File: src/hw/abt_pkg.sv
package abt_pkg;
    localparam int CNT_W = 9;
    localparam int ADDR_W = 8;
    localparam logic [ADDR_W-1:0] ADDR_CTRL = 8'h00;
    localparam logic [ADDR_W-1:0] ADDR_DATA = 8'h04;
    localparam logic [ADDR_W-1:0] ADDR_STAT = 8'h08;
    localparam logic [ADDR_W-1:0] ADDR_MASK = 8'h0c;
    // control register field positions
    localparam int B_MODE_HI = 7;
    localparam int B_MODE_LO = 6;
    localparam int B_LOST = 5;
    localparam int B_CLKSEL = 4;
    localparam int B_FIN = 3;
    localparam int B_RUN = 2;
    localparam int B_OVF = 1;
    localparam int B_MSB = 0;
    // interrupt status/mask positions
    localparam int IRQ_W = 3;
    localparam int I_FIN = 0;
    localparam int I_OVF = 1;
    localparam int I_LOST = 2;
    localparam logic [1:0] MODE_IDLE = 2'h0;
    localparam logic [1:0] MODE_MEAS = 2'h1;
    localparam logic [1:0] MODE_ARB = 2'h2;
    localparam logic [CNT_W-1:0] CNT_MAX = 9'h1ff;
    localparam logic [CNT_W-1:0] CNT_ZERO = 9'h000;
    localparam logic [CNT_W-1:0] SAMPLE_BUS = 9'h038;
    localparam logic [CNT_W-1:0] SAMPLE_PRESC = 9'h008;
    localparam logic [1:0] DIV4_LAST = 2'h3;
    typedef enum logic [3:0] {
        ST_IDLE = 4'b0001,
        ST_WAIT = 4'b0010,
        ST_RUN = 4'b0100,
        ST_STOP = 4'b1000
    } abt_state_t;
endpackage

File: src/hw/abt_arbiter.sv
// arbiter bit timer with apb register access
//
// Local design decisions: the placing of the registers and the APB interface to the registers.
module abt_arbiter (
    input wire logic clk,
    input wire logic resetn,
    input wire logic psel,
    input wire logic penable,
    input wire logic pwrite,
    input wire logic [abt_pkg::ADDR_W-1:0] paddr,
    input wire logic [31:0] pwdata,
    output logic [31:0] prdata,
    output logic pready,
    output logic pslverr,
    input wire logic rxLine,
    input wire logic prescTick,
    input wire logic internalTransmitOutput,
    output logic txPin,
    output logic irq
);
    import abt_pkg::*;

    abt_state_t state_ff;
    abt_state_t nxt_state;
    logic [1:0] mode_ff;
    logic clkSel_ff;
    logic lost_ff;
    logic fin_ff;
    logic ovf_ff;
    logic [CNT_W-1:0] cnt_ff;
    logic sampled_ff;
    logic rxLowSeen_ff;
    logic rxPrev_ff;
    logic txPrev_ff;
    logic [IRQ_W-1:0] stat_ff;
    logic [IRQ_W-1:0] mask_ff;
    logic [31:0] rdata_ff;
    logic rxS;
    logic tick;
    logic mapped;
    logic acc;
    logic ctrlWr;
    logic rxFall;
    logic rxRise;
    logic txRise;
    logic txFall;
    logic modeMeas;
    logic modeArb;
    logic running;
    logic cntClear;
    logic cntWrap;
    logic samplePt;
    logic lostSet;
    logic finSet;
    logic [IRQ_W-1:0] events;

    // rx is only looked at through its synchronised copy
    abt_sync u_rxSync (
        .clk(clk),
        .resetn(resetn),
        .din(rxLine),
        .dout(rxS)
    );

    abt_tick u_tick (
        .clk(clk),
        .resetn(resetn),
        .clkSel(clkSel_ff),
        .prescTick(prescTick),
        .tick(tick)
    );

    // apb decode; zero wait states, unmapped offsets answer with an error
    assign mapped = (paddr == ADDR_CTRL) || (paddr == ADDR_DATA) ||
                    (paddr == ADDR_STAT) || (paddr == ADDR_MASK);
    assign acc = psel & penable;
    assign pready = 1'b1;
    assign pslverr = acc & ~mapped;
    assign prdata = rdata_ff;
    assign ctrlWr = acc & pwrite & (paddr == ADDR_CTRL);

    // edge and mode decode
    assign rxFall = rxPrev_ff & ~rxS;
    assign rxRise = ~rxPrev_ff & rxS;
    assign txRise = ~txPrev_ff & internalTransmitOutput;
    assign txFall = txPrev_ff & ~internalTransmitOutput;
    assign modeMeas = (mode_ff == MODE_MEAS);
    assign modeArb = (mode_ff == MODE_ARB);
    assign running = (state_ff == ST_RUN);
    assign cntWrap = running & tick & (cnt_ff == CNT_MAX);
    assign samplePt = clkSel_ff ? (cnt_ff == SAMPLE_PRESC) :
                                  (cnt_ff == SAMPLE_BUS);
    assign lostSet = modeArb & running & samplePt & ~sampled_ff &
                     ~rxS & ~ctrlWr;
    assign finSet = modeMeas & running & (nxt_state == ST_STOP);
    assign events[I_FIN] = finSet;
    assign events[I_OVF] = cntWrap;
    assign events[I_LOST] = lostSet;

    // next state of the counter sequencer
    always_comb begin
        nxt_state = state_ff;
        if (ctrlWr) begin
            if (pwdata[B_MODE_HI:B_MODE_LO] == MODE_MEAS ||
                pwdata[B_MODE_HI:B_MODE_LO] == MODE_ARB) begin
                nxt_state = ST_WAIT;
            end else begin
                nxt_state = ST_IDLE;
            end
        end else begin
            case (state_ff)
                ST_IDLE: begin
                    if (modeMeas || modeArb) begin
                        nxt_state = ST_WAIT;
                    end
                end
                ST_WAIT: begin
                    if (modeArb) begin
                        if (txRise) begin
                            nxt_state = ST_RUN;
                        end
                    end else if (modeMeas) begin
                        if (clkSel_ff ? ~rxS : rxFall) begin
                            nxt_state = ST_RUN;
                        end
                    end else begin
                        nxt_state = ST_IDLE;
                    end
                end
                ST_RUN: begin
                    if (modeArb) begin
                        if (txFall && !rxLowSeen_ff && rxS) begin
                            nxt_state = ST_WAIT;
                        end
                    end else if (modeMeas) begin
                        if (clkSel_ff ? rxRise : rxFall) begin
                            nxt_state = ST_STOP;
                        end
                    end else begin
                        nxt_state = ST_IDLE;
                    end
                end
                ST_STOP: begin
                    if (!modeMeas) begin
                        nxt_state = ST_IDLE;
                    end
                end
                default: nxt_state = ST_IDLE;
            endcase
        end
    end

    // counter restarts on entry to run and on each transmit rise in arbitration mode
    assign cntClear = ctrlWr || (mode_ff == MODE_IDLE) ||
                      (nxt_state == ST_RUN && !running) ||
                      (modeArb && running && txRise) ||
                      (nxt_state == ST_WAIT);

    always_ff @(posedge clk) begin
        if (!resetn) begin
            state_ff <= ST_IDLE;
        end else begin
            state_ff <= nxt_state;
        end
    end

    // nine-bit counter, wraps freely; overflow is caught in its own flag
    always_ff @(posedge clk) begin
        if (!resetn) begin
            cnt_ff <= CNT_ZERO;
        end else if (cntClear) begin
            cnt_ff <= CNT_ZERO;
        end else if (running && tick) begin
            cnt_ff <= cnt_ff + 9'h001;
        end
    end

    // control fields written by software
    always_ff @(posedge clk) begin
        if (!resetn) begin
            mode_ff <= MODE_IDLE;
            clkSel_ff <= 1'b0;
        end else if (ctrlWr) begin
            mode_ff <= pwdata[B_MODE_HI:B_MODE_LO];
            clkSel_ff <= pwdata[B_CLKSEL];
        end
    end

    // sticky status flags; hardware set wins over the write clear
    always_ff @(posedge clk) begin
        if (!resetn) begin
            fin_ff <= 1'b0;
            ovf_ff <= 1'b0;
        end else begin
            if (finSet) begin
                fin_ff <= 1'b1;
            end else if (ctrlWr) begin
                fin_ff <= 1'b0;
            end
            if (cntWrap) begin
                ovf_ff <= 1'b1;
            end else if (ctrlWr) begin
                ovf_ff <= 1'b0;
            end
        end
    end

    // lost flag: only a write with upper mode bit 0 clears it
    always_ff @(posedge clk) begin
        if (!resetn) begin
            lost_ff <= 1'b0;
        end else if (lostSet) begin
            lost_ff <= 1'b1;
        end else if (ctrlWr && !pwdata[B_MODE_HI]) begin
            lost_ff <= 1'b0;
        end
    end

    // one sample per bit, and memory of any rx low during the bit
    always_ff @(posedge clk) begin
        if (!resetn) begin
            sampled_ff <= 1'b0;
            rxLowSeen_ff <= 1'b0;
        end else if (cntClear) begin
            sampled_ff <= 1'b0;
            rxLowSeen_ff <= 1'b0;
        end else begin
            if (modeArb && running && samplePt) begin
                sampled_ff <= 1'b1;
            end
            // our own low from before the rise still sits in the
            // synchroniser while the count is zero, so it is not foreign
            if (modeArb && running && !rxS && cnt_ff != CNT_ZERO) begin
                rxLowSeen_ff <= 1'b1;
            end
        end
    end

    // edge history of synchronised rx and internal transmit
    always_ff @(posedge clk) begin
        if (!resetn) begin
            rxPrev_ff <= 1'b1;
            txPrev_ff <= 1'b1;
        end else begin
            rxPrev_ff <= rxS;
            txPrev_ff <= internalTransmitOutput;
        end
    end

    // interrupt status (write one to clear, set wins) and mask
    always_ff @(posedge clk) begin
        if (!resetn) begin
            stat_ff <= '0;
            mask_ff <= '0;
        end else begin
            if (acc && pwrite && paddr == ADDR_STAT) begin
                stat_ff <= (stat_ff & ~pwdata[IRQ_W-1:0]) | events;
            end else begin
                stat_ff <= stat_ff | events;
            end
            if (acc && pwrite && paddr == ADDR_MASK) begin
                mask_ff <= pwdata[IRQ_W-1:0];
            end
        end
    end

    // read data captured in the setup cycle, stable through access
    always_ff @(posedge clk) begin
        if (!resetn) begin
            rdata_ff <= 32'h0000_0000;
        end else if (psel && !penable && !pwrite) begin
            rdata_ff <= 32'h0000_0000;
            case (paddr)
                ADDR_CTRL: begin
                    rdata_ff[B_MODE_HI:B_MODE_LO] <= mode_ff;
                    rdata_ff[B_LOST] <= lost_ff;
                    rdata_ff[B_CLKSEL] <= clkSel_ff;
                    rdata_ff[B_FIN] <= fin_ff;
                    rdata_ff[B_RUN] <= running;
                    rdata_ff[B_OVF] <= ovf_ff;
                    rdata_ff[B_MSB] <= cnt_ff[CNT_W-1];
                end
                ADDR_DATA: begin
                    rdata_ff[CNT_W-2:0] <= cnt_ff[CNT_W-2:0];
                end
                ADDR_STAT: rdata_ff[IRQ_W-1:0] <= stat_ff;
                ADDR_MASK: rdata_ff[IRQ_W-1:0] <= mask_ff;
                default: rdata_ff <= 32'h0000_0000;
            endcase
        end
    end

    // lost arbitration seizes the line by holding it recessive
    assign txPin = lost_ff | internalTransmitOutput;
    assign irq = |(stat_ff & mask_ff);
endmodule

File: src/hw/abt_sync.sv
// two-flop synchroniser for one level
module abt_sync (
    input wire logic clk,
    input wire logic resetn,
    input wire logic din,
    output logic dout
);
    logic meta_ff;
    logic sync_ff;
    // first flop feeds only the second
    always_ff @(posedge clk) begin
        if (!resetn) begin
            meta_ff <= 1'b1;
            sync_ff <= 1'b1;
        end else begin
            meta_ff <= din;
            sync_ff <= meta_ff;
        end
    end
    assign dout = sync_ff;
endmodule

File: src/hw/abt_tick.sv
// counter clock enable: bus clock / 4 or half of prescaler ticks
module abt_tick (
    input wire logic clk,
    input wire logic resetn,
    input wire logic clkSel,
    input wire logic prescTick,
    output logic tick
);
    import abt_pkg::*;
    logic [1:0] div_ff;
    logic half_ff;
    // free-running divider, so tick phase is independent of start
    always_ff @(posedge clk) begin
        if (!resetn) begin
            div_ff <= 2'h0;
        end else begin
            div_ff <= div_ff + 2'h1;
        end
    end
    // halve the prescaler tick rate
    always_ff @(posedge clk) begin
        if (!resetn) begin
            half_ff <= 1'b0;
        end else if (prescTick) begin
            half_ff <= ~half_ff;
        end
    end
    assign tick = clkSel ? (prescTick & half_ff) : (div_ff == DIV4_LAST);
endmodule

File: config.mk
export PLATFORM = sky130hd
export DESIGN_NAME = abt_arbiter
export DESIGN_NICKNAME = d
export VERILOG_FILES = /design/src/hw/abt_pkg.sv /design/src/hw/abt_arbiter.sv /design/src/hw/abt_sync.sv /design/src/hw/abt_tick.sv
export SDC_FILE = /design/constraint.sdc
export NUM_CORES = 1
export LEC_CHECK = 0
export ABC_CLOCK_PERIOD_IN_PS = 2850
export BUFFER_PORTS_ARGS = -buffer_cell sky130_fd_sc_hd__buf_2
export CAP_MARGIN = 10
export CORE_UTILIZATION = 54
export DETAILED_ROUTE_END_ITERATION = 10
export PLACE_DENSITY = 0.9
export SETUP_SLACK_MARGIN = 0.05
export SLEW_MARGIN = 20
export SYNTH_ARGS = -nofsm -noshare
export SYNTH_HDL_FRONTEND = slang
export SYNTH_HIERARCHICAL = 1
export SYNTH_SLANG_ARGS = --single-unit
File: constraint.sdc
create_clock -name clk -period 2.85 [get_ports clk]
set_input_delay 0.4275 -clock clk [delete_from_list [all_inputs] [get_ports clk]]
set_output_delay 0.4275 -clock clk [all_outputs]
set_load 0.01 [all_outputs]
==> results of run 1 <==
[registers in the layout, indices dropped and copies added (netlist names), 2 cells and up]
register       cells
state_ff           4
prdata             8
mode_ff            2
stat_ff            3
cnt_ff             9
mask_ff            3
u_tick/div_ff      2
[logic make-up (layout without fill, tap and decap cells)]
family | count (synthesis) | in the layout
adders and majority gates | 7 | 7
AOI/OAI and AO/OA | 38 | 38
xor gates and xnor gates | 10 | 10
and+or+nand+nor | 121 | 121
buffers and inverters | 43 | 50
DFF | 42 | 42
muxes | 12 | 12
other | 2 | 25
[per-layer routing]
metal / up-vias / share of wire / track usage / wire (microns)
met5: - / 0 / 0 / 0
met4: 0 / 0.013 / 0.0833 / 62
met3: 6 / 0.053 / 0.0567 / 257
met2: 66 / 0.51 / 0.400 / 2450
met1: 916 / 0.43 / 0.257 / 2040
li1: 958 / - / - / -
[through the flow]
| step | hold slack [ns] | utilization |
|---|---|---|
| 6_report | 0.304 | 0.628 |
| 3_5_place_dp | 0.392 | 0.600 |
| 4_1_cts | 0.302 | 0.628 |
| 5_1_grt | 0.299 | 0.628 |
| 2_1_floorplan | 0.386 | - |
| 3_3_place_gp | 0.391 | 0.600 |
[cells in the mapped netlist, types with 2 or more instances]
cell type | instances | area, sq um
ha_1 | 7 | 87.6
nand3_1 | 15 | 75.1
buf_4 | 26 | 195
mux4_2 | 3 | 67.6
nand2_1 | 27 | 101
and3_1 | 4 | 25.0
a311oi_1 | 2 | 17.5
nand3b_1 | 3 | 22.5
or4_1 | 2 | 15.0
xor2_1 | 7 | 61.3
a21boi_0 | 14 | 105
dfxtp_1 | 42 | 841
mux2_2 | 3 | 33.8
inv_1 | 10 | 37.5
conb_1 | 2 | 7.51
mux2i_1 | 6 | 60.1
a21oi_1 | 4 | 20.0
nand4_1 | 5 | 31.3
nor3_1 | 5 | 25.0
buf_1 | 2 | 7.51
o21ai_0 | 11 | 55.1
and4b_1 | 2 | 20.0
and2_1 | 5 | 31.3
xnor2_1 | 3 | 26.3
nor2_1 | 24 | 90.1
nand2b_1 | 8 | 50.1
buf_2 | 2 | 10.0
nor2b_1 | 9 | 56.3
clkbuf_1 | 3 | 11.3
nor3b_1 | 2 | 15.0
[worst max path at each step]
stage | slack (ns) | from | end | cells after the start
2_1_floorplan | 1.06 | paddr[1] | mask_ff[0] | 5
3_3_place_gp | 0.81 | paddr[1] | mask_ff[0] | 6
3_5_place_dp | 0.77 | paddr[1] | mask_ff[0] | 6
4_1_cts | 0.78 | state_ff[1] | cnt_ff[2] | 5
5_1_grt | 0.63 | state_ff[1] | cnt_ff[2] | 5
6_report | 0.74 | state_ff[1] | cnt_ff[2] | 5
[cells in the final DEF (no fill, tap or decap), types with 4 or more instances in the layout]
| cell type | n |
|---|---|
| a21oi_1 | 4 |
| conb_1 | 25 |
| nand4_1 | 5 |
| nor3_1 | 5 |
| xor2_1 | 7 |
| buf_2 | 32 |
| and2_1 | 5 |
| dfxtp_1 | 42 |
| nand3_1 | 15 |
| ha_1 | 7 |
| nand2b_1 | 8 |
| and3_1 | 4 |
| nor2b_1 | 9 |
| inv_1 | 10 |
| mux2i_1 | 6 |
| o21ai_0 | 11 |
| nor2_1 | 24 |
| a21boi_0 | 14 |
| nand2_1 | 27 |
| clkbuf_8 | 6 |
[area by class of cell]
cell class / instances / area (sq um)
repair buffers: 33 / 168
flip-flops and latches: 42 / 841
inverters: 10 / 37.5
fillers: 345 / 1520
multi-input cells: 213 / 1350
well taps: 50 / 62.6
clock buffers: 6 / 82.6
clock inverters: 1 / 30.0
[power by group through the flow]
stage / logic (uW) / clock network [uW] / registers [uW]
6_report: 73.5 / 482 / 597
5_1_grt: 84.1 / 504 / 597
4_1_cts: 73.0 / 487 / 597
3_5_place_dp: 72.8 / 0 / 610
3_3_place_gp: 71.5 / 0 / 610
2_1_floorplan: 70.3 / 0 / 610
[critical path, cell delays in order (launching register included)]
cell	delay, ns
dfxtp_1	0.38
or4b_1	0.60
nor4_2	0.37
a311oi_1	0.11
o21ai_2	0.43
nor2_1	0.11
==> impl_results.md, run 1 <==
* Setup violators final at 0
* Mux contribution to synthesized area at 0.0684
* Slack of the critical path at 0.740 ns
* Share of layout cells above drive strength 1 at 0.170
* Num CTS Buffers at 5
* WHS Endpoint: u_rxSync/meta_ff
* Largest family of logic cells by synthesized area: simple AND/OR/NAND/NOR gates
* First-pass GRT wire length at 7680 microns
* CTS resizes at 0
* Vias in the first global route at 1755
* Reg-to-Reg End: cnt_ff[2]
* Power Density at 449 nW/um^2
* Combinational power share at 0.064
* HPWL Detailed at 3570 microns
* Final Hold Viols at 0
* Clock Latency Late Sink at 0.30 ns
* Tcrit/Tclk final at 0.740
* PortBufs at 32
* Adder-cell share of the synthesized area at 0.0371
* Sequential share of the synthesized area at 0.356
* Initial antenna violation count at 0
* NumNets Final at 360
* Cell Int Power at 901 uW
* Crit path DAT at 2.28 ns
* Switch Pwr at 251 uW
* Vias at 1946
* Initial core utilization at 0.578
* Post-synth cell types at 47
* Longest Clk Path Bufs at 2
* Register bit total from synthesis at 42
* Switching share of total power at 0.218
* DP Area at 2450 sq um
* Die area at 4640 sq um
* Clock power frac at 0.419
* Mean Syn Cell Area at 8.59 sq um
* Ys flop type: dfxtp_1
* Synthesized instance count at 275
* Antenna Cells at 0
* Total power at 1150 uW
* IO Pins at 84
* R2r startpoint: state_ff[1]
* Placed cells at 348
* Non-filler instance count after layout at 355
* Post-route ant nets at 0
* Final WL at 4810 microns
* Compound-Gate Fraction of Synth Area at 0.110
* Ys async rst share at 0
* Post-CTS setup repair buffer count at 0
* Post-Synth Simple-Gate Area at 0.278
* Total global-route track usage at 0.225
* Sink Count at 42
* Critical path class: register to register
* WP data required at 3.02 ns
* XOR/XNOR share of the synthesized area at 0.0371
* Status: completed
* Worst min path class: input port to register
* Maxcap violations at 0
* CTS HTree Levels at 2
* HP Start: rxLine
* Total negative setup slack at 0 ns
* Die Height at 68.1 microns
* Root Buffer: clkbuf_8
* Finished Cell Area at 2570 sq um
* Clock-pin slew on the worst setup and hold paths at 0.08 ns
* Hold Path Stages at 2
* Via density at 5.48
* Max-slew violations at 0
* Worst R2R Path Depth at 5
* Rows at 23
* Synthesized area at 2360 sq um
* CP endpoint kind: register
* Ys Warns at 6
* Largest net degree at the start of global routing at 33
* Clk_skew at 0.0122 ns
* WL per Instance at 13.5 microns
* # DRC at 0
* Sequential power share at 0.518
* Shortest period the worst path allows at 2.11 ns
* Grt total ovfl at 0
* DRT Pass-1 Iters at 4
* Peak supply drop at 0.206 mV
* Nature of the critical path startpoint: register
* Largest fanout on the critical path at 11
* Hold-fix buffers, CTS at 0
* Layout area overhead at 8.69%
* Worst slew pin tran at 0.691 ns
* Global placer's final weighted congestion at 0.916
* P_leak at 0.00107 uW
* Fmax at 0.474 GHz
* R2R Setup Slk at 0.74 ns
* Setup WS pre-CTS at 0.773 ns
* CTS tree: built
* RSZ-0062 raised after global routing: no
* Slew headroom at 0.538
* Post-synth EDFFs at 0
* Core Footprint at 4090 sq um
* DIE WIDTH at 68.1 microns
* DRT iter0 DRCs at 113
No activity file was read; power rests on OpenSTA's default activity.
==> run 2: changes to the inputs <==
- ABC_CLOCK_PERIOD_IN_PS: 2850 -> 1810
- CORE_UTILIZATION: 54 -> 45
- PLACE_DENSITY: 0.9 -> 0.8
- clock period: 2.85 -> 1.81 ns (I/O delays scaled with it)
==> run 2 against run 1 <==
Against the previous run: sequential power is 57% higher; global-route usage down 2.7 points; sequential share of layout area decreased by 2.2 points; clock power grew 53%; non-clock buffer count increased by 14; wire length rose by 4.4%; final cell count grew 9.0%.
==> impl_results.md, run 2 (synthesized netlist as in run 1, its figures left out) <==
* Vias in the first global route at 1885
* Final WL at 5020 microns
* Max-slew violations at 0
* Switch Pwr at 404 uW
* CP endpoint: cnt_ff[2]
* Clock power frac at 0.410
* Setup violators final at 0
* Hold Worst Slack at 0.148 ns
* Switching share of total power at 0.225
* Largest net degree at the start of global routing at 24
* DRT iter0 DRCs at 84
* Sequential power share at 0.522
* Die Height at 74.4 microns
* Antenna Cells at 0
* R2R Setup Slk at 0.04 ns
* Reg-to-Reg End: cnt_ff[2]
* Share of layout cells above drive strength 1 at 0.234
* Non-filler instance count after layout at 387
* Nature of the critical path startpoint: register
* Num CTS Buffers at 5
* Combinational power share at 0.068
* Layout area overhead at 17.0%
* Root Buffer: clkbuf_8
* Via density at 5.03
* CP endpoint kind: register
* Worst R2R Path Depth at 6
* Global placer's final weighted congestion at 0.884
* Peak supply drop at 0.361 mV
* Vias at 1948
* DIE WIDTH at 74.4 microns
* # DRC at 0
* CTS HTree Levels at 2
* HPWL Detailed at 3670 microns
* First-pass GRT wire length at 8240 microns
* NumNets Final at 374
* IO Pins at 84
* Post-CTS setup repair buffer count at 0
* Hold-fix buffers, CTS at 0
* Worst min path class: input port to register
* CTS tree: built
* RSZ-0062 raised after global routing: yes
* Core Util, Final at 0.566
* Longest Clk Path Bufs at 2
* Placed cells at 379
* Largest fanout on the critical path at 11
* Clk_skew at 0.00739 ns
* PortBufs at 32
* Max reg flops at 9
* Final Hold Viols at 0
* Crit path DAT at 1.96 ns
* Fmax at 0.565 GHz
* WP data required at 2.00 ns
* Die area at 5540 sq um
* Commonest non-fill, non-tap cell in the layout: dfxtp_1
* Most flops, register: cnt_ff
* Clock-pin slew on the worst setup and hold paths at 0.08 ns
* Tcrit/Tclk final at 0.978
* Maxcap violations at 0
* DRT Pass-1 Iters at 4
* R2r startpoint: state_ff[1]
* Most frequent cells in the layout: 40 x dfxtp_1, 32 x buf_2, 27 x nand2_1, 25 x conb_1, 23 x nor2_1
* Initial core utilization at 0.484
* Total global-route track usage at 0.198
* Grt total ovfl at 0
* Post-route ant nets at 0
* Cell Int Power at 1400 uW
* Total power at 1800 uW
* P_leak at 0.00116 uW
* Rows at 25
* Clock Latency Late Sink at 0.30 ns
* Core Footprint at 4880 sq um
* Initial antenna violation count at 0
* Critical Path Source: state_ff[1]
* WL per Instance at 13.0 microns
* Sink Count at 42
* Status: completed
* Power Density at 651 nW/um^2
* Shortest period the worst path allows at 1.77 ns
* Critical path class: register to register
-- run 2: repair_timing --
item                       CTS  global route
resized for setup            5             9
setup endpoints to repair   11            15
pin swaps                    2             3
-- run 2: layout make-up --
type,count,area [sq um]
multi-input cells,213,1410
fillers,459,2120
clock inverters,1,30.0
flip-flops and latches,42,843
repair buffers,47,285
clock buffers,7,76.3
well taps,67,83.8
inverters,10,37.5
-- run 2: worst min path at each step --
| stage | endpoint | slack [ns] | from | cells after the start |
|---|---|---|---|---|
| global route | u_rxSync/meta_ff | 0.16 | rxLine | 2 |
| detailed placement | u_rxSync/dout | 0.39 | u_rxSync/meta_ff | 1 |
| CTS | u_rxSync/meta_ff | 0.15 | rxLine | 2 |
| floorplan | txPrev_ff | 0.34 | resetn | 1 |
| finish | u_rxSync/meta_ff | 0.15 | rxLine | 2 |
| global placement | u_rxSync/dout | 0.39 | u_rxSync/meta_ff | 1 |
-- run 2: routing by layer --
layer  global-route usage  vias up  part of all wire
li1                     -      987                 -
met1                0.236      880              0.44
met2                0.340       67              0.49
met3               0.0488       14             0.054
met4               0.0776        0             0.022
met5                    0        -                 0
-- run 2: power groups by stage --
stage               registers, uW  clock network (uW)  logic (uW)
finish                        940                 737         122
detailed placement            961                   0         118
global route                  941                 786         140
CTS                           939                 751         120
global placement              961                   0         117
floorplan                     960                   0         111
-- run 2: worst max-delay path, cell delays in order (launching register included) --
cell	delay, ns
dfxtp_2	0.33
or4b_4	0.55
nor4_4	0.30
a311oi_2	0.10
o21ai_2	0.19
buf_12	0.15
nor2_1	0.05
-- run 2: through the flow --
stage / instance area, sq um / setup WS (ns) / setup TNS [ns]
after global routing: 2760 / -0.0156 / -0.0687
after floorplan: 2450 / 0.116 / 0
after global placement: 2590 / 0.0338 / 0
after CTS: 2730 / 0.0749 / 0
after detailed placement: 2590 / 0.000772 / 0
final: 2760 / 0.0397 / 0
